`src/inc/usb_ctrl_pkg.sv`:
```
// Purpose: shared constants and carriers for the usb control/status register block
// Assumes: 32-bit classic wishbone, one 16-bit register per aligned word
// Notes:   offsets are byte addresses
package usb_ctrl_pkg;

  // ----------------------------------------------------------------
  // register map
  // ----------------------------------------------------------------
  localparam logic [7:0] OFF_IRQ_ENABLE   = 8'h00;
  localparam logic [7:0] OFF_ERROR_FLAGS  = 8'h04;
  localparam logic [7:0] OFF_ERROR_EN     = 8'h08;
  localparam logic [7:0] OFF_PWM_CONTROL  = 8'h0C;
  localparam logic [7:0] OFF_MODE         = 8'h10;
  localparam logic [7:0] OFF_IRQ_FLAGS    = 8'h14;
  localparam logic [7:0] OFF_EP_BASE      = 8'h40;
  localparam int         NUM_EP           = 16;

  // ----------------------------------------------------------------
  // interrupt enable / status field positions
  // ----------------------------------------------------------------
  localparam int BIT_STALL      = 7;
  localparam int BIT_ATTACH     = 6;
  localparam int BIT_RESUME     = 5;
  localparam int BIT_IDLE       = 4;
  localparam int BIT_TOKEN_DONE = 3;
  localparam int BIT_FRAME_START = 2;
  localparam int BIT_ERR_SUMMARY = 1;
  localparam int BIT_RESET_DETACH = 0;

  // ----------------------------------------------------------------
  // error flag / enable field positions
  // ----------------------------------------------------------------
  localparam int BIT_BIT_STUFF   = 7;
  localparam int BIT_BUF_OVERRUN = 5;
  localparam int BIT_TURNAROUND  = 4;
  localparam int BIT_PARTIAL     = 3;
  localparam int BIT_DATA_CRC    = 2;
  localparam int BIT_TOKEN_EOF   = 1;
  localparam int BIT_PACKET_ID   = 0;
  localparam logic [7:0] ERR_IMPL_MASK = 8'hBF;

  // ----------------------------------------------------------------
  // endpoint field positions
  // ----------------------------------------------------------------
  localparam int BIT_LOW_SPEED   = 7;
  localparam int BIT_NAK_RETRY   = 6;
  localparam int BIT_CTRL_DIS    = 4;
  localparam int BIT_RX_EN       = 3;
  localparam int BIT_TX_EN       = 2;
  localparam int BIT_STALLED     = 1;
  localparam int BIT_HANDSHAKE   = 0;
  localparam logic [7:0] EP_IMPL_MASK  = 8'h1F;

  // ----------------------------------------------------------------
  // pwm control field positions
  // ----------------------------------------------------------------
  localparam int BIT_PWM_EN      = 15;
  localparam int BIT_PWM_POL     = 9;
  localparam int BIT_PWM_CNT_EN  = 8;
  localparam logic [15:0] PWM_IMPL_MASK = 16'h8300;

  // ----------------------------------------------------------------
  // reset values
  // ----------------------------------------------------------------
  localparam logic [7:0]  RST_BYTE  = 8'h00;
  localparam logic [15:0] RST_WORD  = 16'h0000;
  localparam logic [31:0] RD_UNMAPPED = 32'h0000_0000;

  // error events reported by the serial engine, one cycle pulses
  typedef struct packed {
    logic bit_stuff;
    logic buf_overrun;
    logic turnaround;
    logic partial_byte;
    logic data_crc;
    logic token_crc;
    logic frame_end;
    logic packet_id;
  } err_evt_t;

  // usb events reported by the serial engine, one cycle pulses
  typedef struct packed {
    logic stall;
    logic attach;
    logic resume;
    logic idle;
    logic token_done;
    logic frame_start;
    logic bus_reset;
    logic detach;
  } usb_evt_t;

  // per-endpoint decoded controls
  typedef struct packed {
    logic rx_allow;
    logic tx_allow;
    logic setup_allow;
    logic stalled;
    logic handshake;
  } ep_ctrl_t;

endpackage : usb_ctrl_pkg

```
`src/rtl/usb_irq_error_endpoint_ctrl.sv`:
```
// Purpose: usb interrupt enables, error flags, endpoint control and power pwm control
// Assumes: classic wishbone slave, events from the serial engine are single-cycle pulses
// Notes:   ack one cycle after the request is seen; unmapped words read zero and ignore writes
`timescale 1ns/100ps

// Operation
// - interrupt enable bits stall 7, resume 5, idle 4, token 3, sof 2, error 1.
// - attach enable bit 6 exists only in host mode, reads zero in device mode.
// - enable bit 0 gates bus reset in device mode, detach in host mode.
// - upper byte of each register except pwm control reads zero.
// - bit stuff error sets flag bit 7, held until software clears it.
// - buffer overrun sets flag bit 5 and received data is truncated.
// - turnaround timeout sets flag bit 4.
// - non-whole-byte data field sets flag bit 3.
// - data crc failure sets bit 2, packet id failure sets bit 0.
// - device mode token crc error sets flag bit 1.
// - host mode end-of-frame error sets flag bit 1 instead.
// - writing one clears an error flag, zero leaves it; use full-word writes.
// - error enable register mirrors flag positions; bit 1 follows the mode.
// - sixteen independent endpoint control registers, index zero to fifteen.
// - low speed and retry disable exist only on endpoint zero in host mode.
// - low speed direct bit steers host toward a directly attached slow device.
// - retry disable clear allows automatic nak retry, set forbids it.
// - with tx and rx enabled, bit 4 forbids setup; otherwise ignored.
// - endpoint bit 3 enables receive, bit 2 transmit; clear refuses that direction.
// - bit 1 shows stall, bit 0 enables handshakes, clear suppresses them.
// - pwm enable clear holds the output at the polarity-selected idle level.
// - polarity set gives active-low idle high; bit 8 enables the counter.
// - error summary flag is set only by enabled error flags.
// - clearing token complete advances the transfer status fifo.
module usb_irq_error_endpoint_ctrl
  import usb_ctrl_pkg::*;
#(
  parameter int EP_COUNT = NUM_EP
) (
  input  wire logic                  clock,
  input  wire logic                  nrst,
  input  wire logic [7:0]            wb_adr_i,
  input  wire logic [31:0]           wb_dat_i,
  output logic      [31:0]           wb_dat_o,
  input  wire logic                  wb_we_i,
  input  wire logic [3:0]            wb_sel_i,
  input  wire logic                  wb_cyc_i,
  input  wire logic                  wb_stb_i,
  output logic                       wb_ack_o,
  input  wire err_evt_t              err_evt,
  input  wire usb_evt_t              usb_evt,
  input  wire logic [3:0]            ep_sel,
  input  wire logic                  rx_bytes_over,
  output ep_ctrl_t                   ep_ctrl,
  output logic                       rx_truncate,
  output logic                       low_speed_direct,
  output logic                       nak_retry_en,
  output logic                       host_mode,
  output logic                       stat_fifo_advance,
  output logic                       power_gen_enable,
  output logic                       power_gen_counter_enable,
  output logic                       power_gen_idle_level,
  output logic                       irq
);

  // ----------------------------------------------------------------
  // bus decode
  // ----------------------------------------------------------------
  logic        ack_r;
  logic        req;
  logic        wr_lo;
  logic        wr_hi;
  logic        hit_ep;
  logic [3:0]  ep_idx;
  logic [7:0]  wbyte;

  assign req     = wb_cyc_i && wb_stb_i && !ack_r;
  assign wr_lo   = req && wb_we_i && wb_sel_i[0];
  assign wr_hi   = req && wb_we_i && wb_sel_i[1];
  assign wbyte   = wb_dat_i[7:0];
  assign hit_ep  = (wb_adr_i[7:6] == OFF_EP_BASE[7:6]) && (wb_adr_i[1:0] == 2'b00);
  assign ep_idx  = wb_adr_i[5:2];

  function automatic logic hit(input logic [7:0] off, input logic [7:0] adr);
    return adr == off;
  endfunction : hit

  // one select per register, shared by the write strobes and the read mux
  logic        sel_irq_en;
  logic        sel_err_flags;
  logic        sel_err_en;
  logic        sel_pwm;
  logic        sel_mode;
  logic        sel_irq_flags;

  assign sel_irq_en    = hit(OFF_IRQ_ENABLE, wb_adr_i);
  assign sel_err_flags = hit(OFF_ERROR_FLAGS, wb_adr_i);
  assign sel_err_en    = hit(OFF_ERROR_EN, wb_adr_i);
  assign sel_pwm       = hit(OFF_PWM_CONTROL, wb_adr_i);
  assign sel_mode      = hit(OFF_MODE, wb_adr_i);
  assign sel_irq_flags = hit(OFF_IRQ_FLAGS, wb_adr_i);

  // a write is taken once, in the cycle before ack; only the pwm word uses lane 1
  logic        wr_irq_en;
  logic        wr_err_flags;
  logic        wr_err_en;
  logic        wr_pwm;
  logic        wr_mode;
  logic        wr_irq_flags;

  assign wr_irq_en    = wr_lo && sel_irq_en;
  assign wr_err_flags = wr_lo && sel_err_flags;
  assign wr_err_en    = wr_lo && sel_err_en;
  assign wr_pwm       = (wr_lo || wr_hi) && sel_pwm;
  assign wr_mode      = wr_lo && sel_mode;
  assign wr_irq_flags = wr_lo && sel_irq_flags;

  // ----------------------------------------------------------------
  // registers
  // ----------------------------------------------------------------
  logic [7:0]  irq_en_r;
  logic [7:0]  irq_en_nxt;
  logic [7:0]  err_flags_r;
  logic [7:0]  err_flags_nxt;
  logic [7:0]  err_en_r;
  logic [7:0]  err_en_nxt;
  logic [15:0] pwm_ctl_r;
  logic [15:0] pwm_ctl_nxt;
  logic        host_mode_r;
  logic [7:0]  usb_flags_r;
  logic [7:0]  usb_flags_nxt;
  logic [7:0]  ep_r [EP_COUNT];
  logic        fifo_adv_r;

  // ----------------------------------------------------------------
  // interrupt enables
  // ----------------------------------------------------------------
  logic [7:0] irq_en_mask;
  logic [7:0] irq_en_view;
  // attach enable is absent in device mode
  assign irq_en_mask = host_mode_r ? 8'hFF : 8'hBF;
  assign irq_en_nxt  = wr_irq_en ? (wbyte & irq_en_mask) : (irq_en_r & irq_en_mask);
  // the stored bit lingers one cycle after a switch to device mode, so mask it here too
  assign irq_en_view = irq_en_r & irq_en_mask;

  // ----------------------------------------------------------------
  // error flags
  // ----------------------------------------------------------------
  logic [7:0] err_set;
  logic [7:0] err_clr;
  logic       mode_bit1_evt;

  // bit 1 is the token crc in device mode, frame end in host mode
  assign mode_bit1_evt = host_mode_r ? err_evt.frame_end : err_evt.token_crc;
  assign err_set = {err_evt.bit_stuff, 1'b0, err_evt.buf_overrun, err_evt.turnaround,
                    err_evt.partial_byte, err_evt.data_crc,
                    mode_bit1_evt, err_evt.packet_id};
  // write one clears; a set in the same cycle wins
  assign err_clr = wr_err_flags ? wbyte : 8'h00;
  assign err_flags_nxt = ((err_flags_r & ~err_clr) | err_set) & ERR_IMPL_MASK;

  assign err_en_nxt = wr_err_en ? (wbyte & ERR_IMPL_MASK) : err_en_r;

  // ----------------------------------------------------------------
  // usb interrupt status (summary and token fifo hook)
  // ----------------------------------------------------------------
  logic [7:0] usb_set;
  logic [7:0] usb_clr;
  logic       err_summary;

  assign err_summary = |(err_flags_r & err_en_r);
  assign usb_set = {usb_evt.stall, usb_evt.attach & host_mode_r, usb_evt.resume,
                    usb_evt.idle, usb_evt.token_done, usb_evt.frame_start, 1'b0,
                    host_mode_r ? usb_evt.detach : usb_evt.bus_reset};
  assign usb_clr = wr_irq_flags ? wbyte : 8'h00;
  assign usb_flags_nxt = (usb_flags_r & ~usb_clr) | usb_set;

  // ----------------------------------------------------------------
  // pwm control
  // ----------------------------------------------------------------
  logic [15:0] pwm_wmask;
  assign pwm_wmask   = PWM_IMPL_MASK & {{8{wb_sel_i[1]}}, {8{wb_sel_i[0]}}};
  assign pwm_ctl_nxt = wr_pwm ?
                       ((pwm_ctl_r & ~pwm_wmask) | (wb_dat_i[15:0] & pwm_wmask)) :
                       pwm_ctl_r;

  // ----------------------------------------------------------------
  // clocked state
  // ----------------------------------------------------------------
  always_ff @(posedge clock) begin
    if (!nrst) begin
      ack_r       <= 1'b0;
      irq_en_r    <= RST_BYTE;
      err_flags_r <= RST_BYTE;
      err_en_r    <= RST_BYTE;
      pwm_ctl_r   <= RST_WORD;
      host_mode_r <= 1'b0;
      usb_flags_r <= RST_BYTE;
      fifo_adv_r  <= 1'b0;
    end else begin
      ack_r       <= req;
      irq_en_r    <= irq_en_nxt;
      err_flags_r <= err_flags_nxt;
      err_en_r    <= err_en_nxt;
      pwm_ctl_r   <= pwm_ctl_nxt;
      usb_flags_r <= usb_flags_nxt;
      fifo_adv_r  <= usb_clr[BIT_TOKEN_DONE] && usb_flags_r[BIT_TOKEN_DONE];
      if (wr_mode) begin
        host_mode_r <= wbyte[0];
      end
    end
  end

  // endpoint registers: endpoint zero keeps the host-only bits
  genvar g;
  generate
    for (g = 0; g < EP_COUNT; g++) begin : g_ep
      localparam logic [7:0] EP_MASK = (g == 0) ? 8'hDF : EP_IMPL_MASK;
      logic ep_wr;
      assign ep_wr = wr_lo && hit_ep && (ep_idx == 4'(g));
      always_ff @(posedge clock) begin
        if (!nrst) begin
          ep_r[g] <= RST_BYTE;
        end else if (ep_wr) begin
          ep_r[g] <= wbyte & EP_MASK;
        end
      end
    end
  endgenerate

  // ----------------------------------------------------------------
  // read mux
  // ----------------------------------------------------------------
  logic [7:0] ep_view;
  logic [7:0] ep_rd;
  logic [7:0] usb_view;

  function automatic logic [7:0] ep_visible(input logic [7:0] v, input logic [3:0] i,
                                            input logic host);
    return (i == 4'h0 && host) ? v : (v & EP_IMPL_MASK);
  endfunction : ep_visible

  assign ep_rd    = ep_visible(ep_r[ep_idx], ep_idx, host_mode_r);
  assign ep_view  = ep_visible(ep_r[ep_sel], ep_sel, host_mode_r);
  assign usb_view = {usb_flags_r[7:2], err_summary, usb_flags_r[0]};

  always_comb begin
    wb_dat_o = RD_UNMAPPED;
    if (ack_r && !wb_we_i) begin
      if (sel_irq_en) begin
        wb_dat_o = {24'h00_0000, irq_en_view};
      end else if (sel_err_flags) begin
        wb_dat_o = {24'h00_0000, err_flags_r};
      end else if (sel_err_en) begin
        wb_dat_o = {24'h00_0000, err_en_r};
      end else if (sel_pwm) begin
        wb_dat_o = {16'h0000, pwm_ctl_r};
      end else if (sel_mode) begin
        wb_dat_o = {31'h0000_0000, host_mode_r};
      end else if (sel_irq_flags) begin
        wb_dat_o = {24'h00_0000, usb_view};
      end else if (hit_ep) begin
        wb_dat_o = {24'h00_0000, ep_rd};
      end
    end
  end

  // ----------------------------------------------------------------
  // outputs to the engine
  // ----------------------------------------------------------------
  logic both_dirs;
  assign both_dirs = ep_view[BIT_RX_EN] && ep_view[BIT_TX_EN];

  assign wb_ack_o             = ack_r;
  assign ep_ctrl.rx_allow     = ep_view[BIT_RX_EN];
  assign ep_ctrl.tx_allow     = ep_view[BIT_TX_EN];
  assign ep_ctrl.setup_allow  = both_dirs && !ep_view[BIT_CTRL_DIS];
  assign ep_ctrl.stalled      = ep_view[BIT_STALLED];
  assign ep_ctrl.handshake    = ep_view[BIT_HANDSHAKE];
  assign rx_truncate          = rx_bytes_over;
  assign low_speed_direct     = host_mode_r && ep_r[0][BIT_LOW_SPEED];
  assign nak_retry_en         = !(host_mode_r && ep_r[0][BIT_NAK_RETRY]);
  assign host_mode            = host_mode_r;
  assign stat_fifo_advance    = fifo_adv_r;
  assign power_gen_enable     = pwm_ctl_r[BIT_PWM_EN];
  assign power_gen_counter_enable = pwm_ctl_r[BIT_PWM_CNT_EN];
  assign power_gen_idle_level = pwm_ctl_r[BIT_PWM_POL];
  assign irq = |(usb_view & irq_en_view);

endmodule : usb_irq_error_endpoint_ctrl

```
`config.mk`:
```
export PLATFORM = sky130hd
export DESIGN_NAME = usb_irq_error_endpoint_ctrl
export DESIGN_NICKNAME = d
export VERILOG_FILES = /design/src/inc/usb_ctrl_pkg.sv /design/src/rtl/usb_irq_error_endpoint_ctrl.sv
export SDC_FILE = /design/constraint.sdc
export NUM_CORES = 1
export LEC_CHECK = 0
export ABC_CLOCK_PERIOD_IN_PS = 4800
export BUFFER_PORTS_ARGS = -buffer_cell sky130_fd_sc_hd__clkbuf_2
export CAP_MARGIN = 5
export CORE_MARGIN = 10
export CORE_UTILIZATION = 50
export DETAILED_ROUTE_END_ITERATION = 10
export GPL_TIMING_DRIVEN = 1
export HOLD_SLACK_MARGIN = 0.06
export PLACE_DENSITY = 0.72
export REMOVE_ABC_BUFFERS = 1
export SETUP_SLACK_MARGIN = 0.1
export SLEW_MARGIN = 5
export SYNTH_ARGS = -nofsm -noshare
export SYNTH_HDL_FRONTEND = slang
export SYNTH_SLANG_ARGS = --single-unit
```
`constraint.sdc`:
```
create_clock -name clock -period 4.8 [get_ports clock]
set_input_delay 0.48 -clock clock [delete_from_list [all_inputs] [get_ports clock]]
set_output_delay 0.48 -clock clock [all_outputs]
set_load 0.01 [all_outputs]
```
Word-level counts from Yosys, hierarchy flattened
Memories as Yosys holds them, arrays and structs flattened.
Cells that the tools add are included.
{"block": "op_classes", "eq_ne": 21, "mux": 80, "bitwise": 31, "n_reduce_logical": 46}
{"op": "7-bit 2-to-1 mux", "count": 17}
{"op": "32-bit 2-to-1 mux", "count": 3}
{"op": "8-bit 2-to-1 mux", "count": 7}
{"op": "1-bit 2-to-1 mux", "count": 51}
{"op": "8-bit AND", "count": 6}
{"op": "1-bit logical AND", "count": 36}
{"op": "16-bit AND", "count": 2}
{"op": "4-bit equality test, second input constant", "count": 8}
{"op": "16-bit 2-to-1 mux", "count": 2}
{"op": "4-bit by 3-bit equality test with 1-bit output, second input constant", "count": 4}
{"op": "8-bit by 4-bit equality test with 1-bit output, second input constant", "count": 2}
{"op": "8-bit by 5-bit equality test with 1-bit output, second input constant", "count": 2}
{"op": "16-bit inverter", "count": 1}
{"op": "8-bit inverter", "count": 2}
{"op": "1-bit OR", "count": 16}
{"op": "16-bit OR", "count": 1}
{"op": "8-bit OR", "count": 2}
{"op": "8-bit OR reduction", "count": 2}
{"op": "4-bit by 2-bit equality test with 1-bit output, second input constant", "count": 2}
{"op": "8-bit by 3-bit equality test with 1-bit output, second input constant", "count": 1}
{"op": "8-bit zero test", "count": 1}
{"op": "4-bit by 1-bit equality test with 1-bit output, second input constant", "count": 1}
{"op": "1-bit zero test", "count": 4}
{"op": "4-bit zero test", "count": 1}
{"op": "other kinds (4)", "count": 4}
{"block": "word_totals", "mem_count": 1, "output_inout_bits": 47, "mem_bits_rw": 112, "inputBits": 70, "elab_cells": 188, "regBits": 50}
{"name": "ep_r", "words": 16, "word_bits": 7, "rd": 3, "rd_ports_with_merged_regs": 0, "write_ports": 16, "line": "usb_irq_error_endpoint_ctrl.sv:128", "text": "logic [7:0] ep_r [EP_COUNT];"}

Logic depth before layout (Yosys ltp)
{"block": "depth", "ltp_word": 11, "ltp_mapped": 8, "ltp_nobuf": 5}

Worst setup path before layout
OpenSTA, ideal clock, no wires.
{"block": "synth_timing", "kind": "input to output", "startpoint": "in ep_sel[0]", "endpoint": "out ep_ctrl[2] in the netlist's numbering", "required_time_ns": 4.320, "arrival_ns": 1.924, "slack_ns": 2.396, "n_path_buf": 1, "stages": 4, "path_cell_list": "buf_2 -> mux4_2 -> mux4_2 -> nor2_1"}
{"element": "start: declaration", "line": "usb_irq_error_endpoint_ctrl.sv:48", "text": "input wire logic [3:0] ep_sel,"}
{"element": "end: declaration", "line": "usb_irq_error_endpoint_ctrl.sv:50", "text": "output ep_ctrl_t ep_ctrl,"}

Worst setup path in the final report
{"block": "layout_timing", "startpoint": "in wb_adr_i[3]", "endpoint": "out wb_dat_o[1]"}
{"block": "layout_between", "elab_chain_len": 10, "word_cells_on_any_way": 16, "classes_between": "eq/ne (5); mux (9); reduce/logical (1); memory (1)"}
{"element": "start: declaration", "line": "usb_irq_error_endpoint_ctrl.sv:38", "text": "input wire logic [7:0] wb_adr_i,"}
{"element": "memory 16 x 7 bit"}
{"element": "8-bit 2-to-1 mux", "line": "usb_irq_error_endpoint_ctrl.sv:236", "text": "return (i == 4'h0 && host) ? v : (v & EP_IMPL_MASK);"}
{"element": "8-bit 2-to-1 mux", "line": "usb_irq_error_endpoint_ctrl.sv:258", "text": "end else if (hit_ep) begin"}
{"element": "8-bit 2-to-1 mux", "line": "usb_irq_error_endpoint_ctrl.sv:256", "text": "end else if (sel_irq_flags) begin"}
{"element": "8-bit 2-to-1 mux", "line": "usb_irq_error_endpoint_ctrl.sv:254", "text": "end else if (sel_mode) begin"}
{"element": "16-bit 2-to-1 mux", "line": "usb_irq_error_endpoint_ctrl.sv:252", "text": "end else if (sel_pwm) begin"}
{"element": "16-bit 2-to-1 mux", "line": "usb_irq_error_endpoint_ctrl.sv:250", "text": "end else if (sel_err_en) begin"}
{"element": "32-bit 2-to-1 mux", "line": "usb_irq_error_endpoint_ctrl.sv:248", "text": "end else if (sel_err_flags) begin"}
{"element": "32-bit 2-to-1 mux *", "line": "usb_irq_error_endpoint_ctrl.sv:246", "text": "if (sel_irq_en) begin"}
{"element": "32-bit 2-to-1 mux *", "line": "usb_irq_error_endpoint_ctrl.sv:245", "text": "if (ack_r && !wb_we_i) begin"}
{"element": "end: declaration", "line": "usb_irq_error_endpoint_ctrl.sv:40", "text": "output logic [31:0] wb_dat_o,"}
Every way passes the cells marked *; elsewhere a longest branch is shown, timed or not.

==> run_results.csv <==
group,metric,value,unit
yosys,netlist.area_leader.share,0.3661,
power,power_density,344.2,mW/mm^2
route,routedWlPerCell,22.58,microns
layout,layout_commonest_cell,"and2_1",
setup_path,crit_top_cell,"clkbuf_2",
setup_path,reg2reg_slack,2.35,ns
floorplan,start_util,0.5099,
grt,grt_pass1_vias,5034,
placement,portBuffers,70,
layout,final_cell_mix,"86 x and2_1, 82 x edfxtp_1, 70 x clkbuf_2, 38 x mux4_2",
floorplan,coreArea,0.01319,sq mm
timing,setup_tns,0,ns
setup_path,crit_family,"buffers and inverters",
clock_tree,clock_sink_count,117,
route,vias_per_cell,6.074,
floorplan,die_w,136.0,microns
clock_tree,cts_tree,"built",
setup_path,path_cells,"clkbuf_2, mux2i_1, mux4_2, nor3_2, a221oi_1, a211oi_1, clkbuf_2",
power,ir_worst_vdd,180.1,uV
layout,fin_nets,700,
timing,worstMarginPinSlew,1.103,ns
floorplan,dieArea,0.01849,sq mm
yosys,async_flop_share,0,
yosys,syn_area,0.006725,sq mm
layout,area_growth,13.36,%
yosys,synth-seq-cells,117,
timing,period_share,0.6959,
power,combPwrFrac,0.091,
timing,fmax,299.4,MHz
yosys,synth_flop_cell,"edfxtp_1",
clock_tree,post_cts_resize_count,0,
clock_tree,cts_buffer_depth,2,
clock_tree,clock_latency,0.42,ns
route,detail-route-antenna-nets,0,
power,leakagePower,0.002819,uW
placement,place_area,0.007027,sq mm
setup_path,max_stage_delay,0.77,ns
yosys,yosysTopAreaCell,"edfxtp_1",
timing,setup_viol,0,
grt,antenna_found_initial,0,
layout,drive_gt1_frac,0.2457,
timing,skew,0.005062,ns
yosys,ys_seq_area_frac,0.4703,
placement,gp_congestion,0.9480,
yosys,synth_edf_count,82,
clock_tree,clk_pin_slew,0.06,ns
clock_tree,cts_root_buffer,"clkbuf_16",
floorplan,die_h,136.0,microns
setup_path,critical_path.endpoint_type,"output port",
layout,n_antenna_cell,0,
setup_path,cp_max_fo,38,
yosys,syn_inst,582,
timing,slew_violations,0,
timing,period_minus_slack,3.340,ns
clock_tree,cts_hold_buffers,0,
timing,slew_headroom,0.2567,
hold_path,hp-class,"input pin to flip-flop",
power,netSwitchingFraction,0.2309,
placement,hpwl,13.08,mm
setup_path,cp.required,4.32,ns
route,vias,4975,
yosys,ys_warn_count,0,
setup_path,worst-setup-path-type,"input pin to output port",
route,routed_wl,18.50,mm
power,clkPwrFrac,0.476,
route,drt_iter0_markers,738,
power,seq_power_share,0.433,
setup_path,cp_slowest_cell,"clkbuf_2",
clock_tree,post-cts-setup-buffer-count,0,
route,first_pass_iters,7,
grt,gr-total-overflow,0,
clock_tree,htree_levels,4,
setup_path,crit_buf_inv,2,
timing,hold_viol,0,
layout,postLayoutCellArea,0.007624,sq mm
clock_tree,cts_buffers,17,
floorplan,rows,42,
grt,grt_max_degree,56,
route,route.detailed.drc,0,
yosys,synth_cell_types,53,
power,p_switching,606.0,uW
run_status,status,"complete, no violations",
power,p_int,2018,uW
flow_run,cap_violations,0,
placement,place_ws,1.429,ns
setup_path,crit_arrival,2.86,ns
grt,grt_usage,0.2033,
floorplan,ios,117,
setup_path,cp-start-kind,"input pin",
yosys,avgSynthCellArea,11.56,sq um
grt,grt_pass1_wl,28.35,mm
yosys,synth_area_leaders,"edfxtp_1 37%, mux4_2 13%, dfxtp_1 10%, and2_1 8.0%, mux2i_1 4.0%",
timing,rsz0062_at_grt,"no",
timing,worst_slack,1.460,ns
[per-stage QoR]
stage | hold WS, ns | instances | util | total power (uW)
after floorplan | 0.4628 | 539 | - | 1270
after global placement | 0.4759 | 787 | 0.5327 | 1386
after detailed placement | 0.4849 | 787 | 0.5327 | 1393
after CTS | 0.2550 | 819 | 0.5780 | 2627
after global routing | 0.2585 | 819 | 0.5780 | 2700
final | 0.2638 | 819 | 0.5780 | 2624
[cells in the mapped netlist, types with 20 or more instances]
library cell,n
buf_4,27
edfxtp_1,82
mux4_2,38
dfxtp_1,35
nor2b_1,25
nor2_1,29
o21ai_0,25
nand2_1,35
and2_1,86
clkbuf_1,25
mux2i_1,27
nand3_1,20
[power by group through the flow]
stage	sequential, uW	combinational, uW	clock, uW
after CTS	1140	238	1250
final	1140	240	1250
after detailed placement	1160	237	0
after global routing	1140	258	1300
after floorplan	1140	126	0
after global placement	1150	233	0
[sequential cells by signal, indices dropped and copies added (netlist names), named ones only]
signal,count
ep_r,82
irq_en_r,8
err_en_r,7
err_flags_r,7
usb_flags_r,7
host_mode,1
stat_fifo_advance,1
wb_ack_o,1
[worst reg2reg max path, stage by stage (launching register included)]
cell and delay, ns:
dfxtp_1 0.33, and4b_1 0.34, and3_1 0.32, nand2_1 0.16, o21ai_0 0.92
[cells by family after synthesis]
group,synth area share
multiplexers,0.1741
buffers and inverters,0.05451
AO/OA/AOI/OAI,0.09823
other,0.0005576
AND/OR/NAND/NOR,0.2022
flip-flops,0.4703
[per-layer routing]
metal	share of wire	vias to the layer above	wire, microns	global-route usage
li1	-	2202	-	-
met1	0.38	2442	7039	0.2519
met2	0.50	278	9312	0.3245
met3	0.081	53	1494	0.04982
met4	0.035	0	649	0.1024
met5	0	-	0	0
[path summary, 6_finish.rpt]
check,from,to,cells after the start
setup / recovery,wb_adr_i[3],wb_dat_o[1],7
hold / removal,usb_evt[4],usb_flags_r[4],2
setup reg to reg,wb_ack_o,ep_r[6][3],4
hold reg to reg,irq_en_r[6],irq_en_r[6],2
[final cells by class]
type | count | area (sq um)
Fill cell | 1123 | 5567
Multi-Input combinational cell | 420 | 3271
Sequential cell | 117 | 3163
Clock buffer | 26 | 564.3
Timing Repair Buffer | 72 | 365.4
Tap cell | 176 | 220.2
Clock inverter | 6 | 32.53
Inverter | 2 | 7.507
No activity file was read; power rests on OpenSTA's default activity.
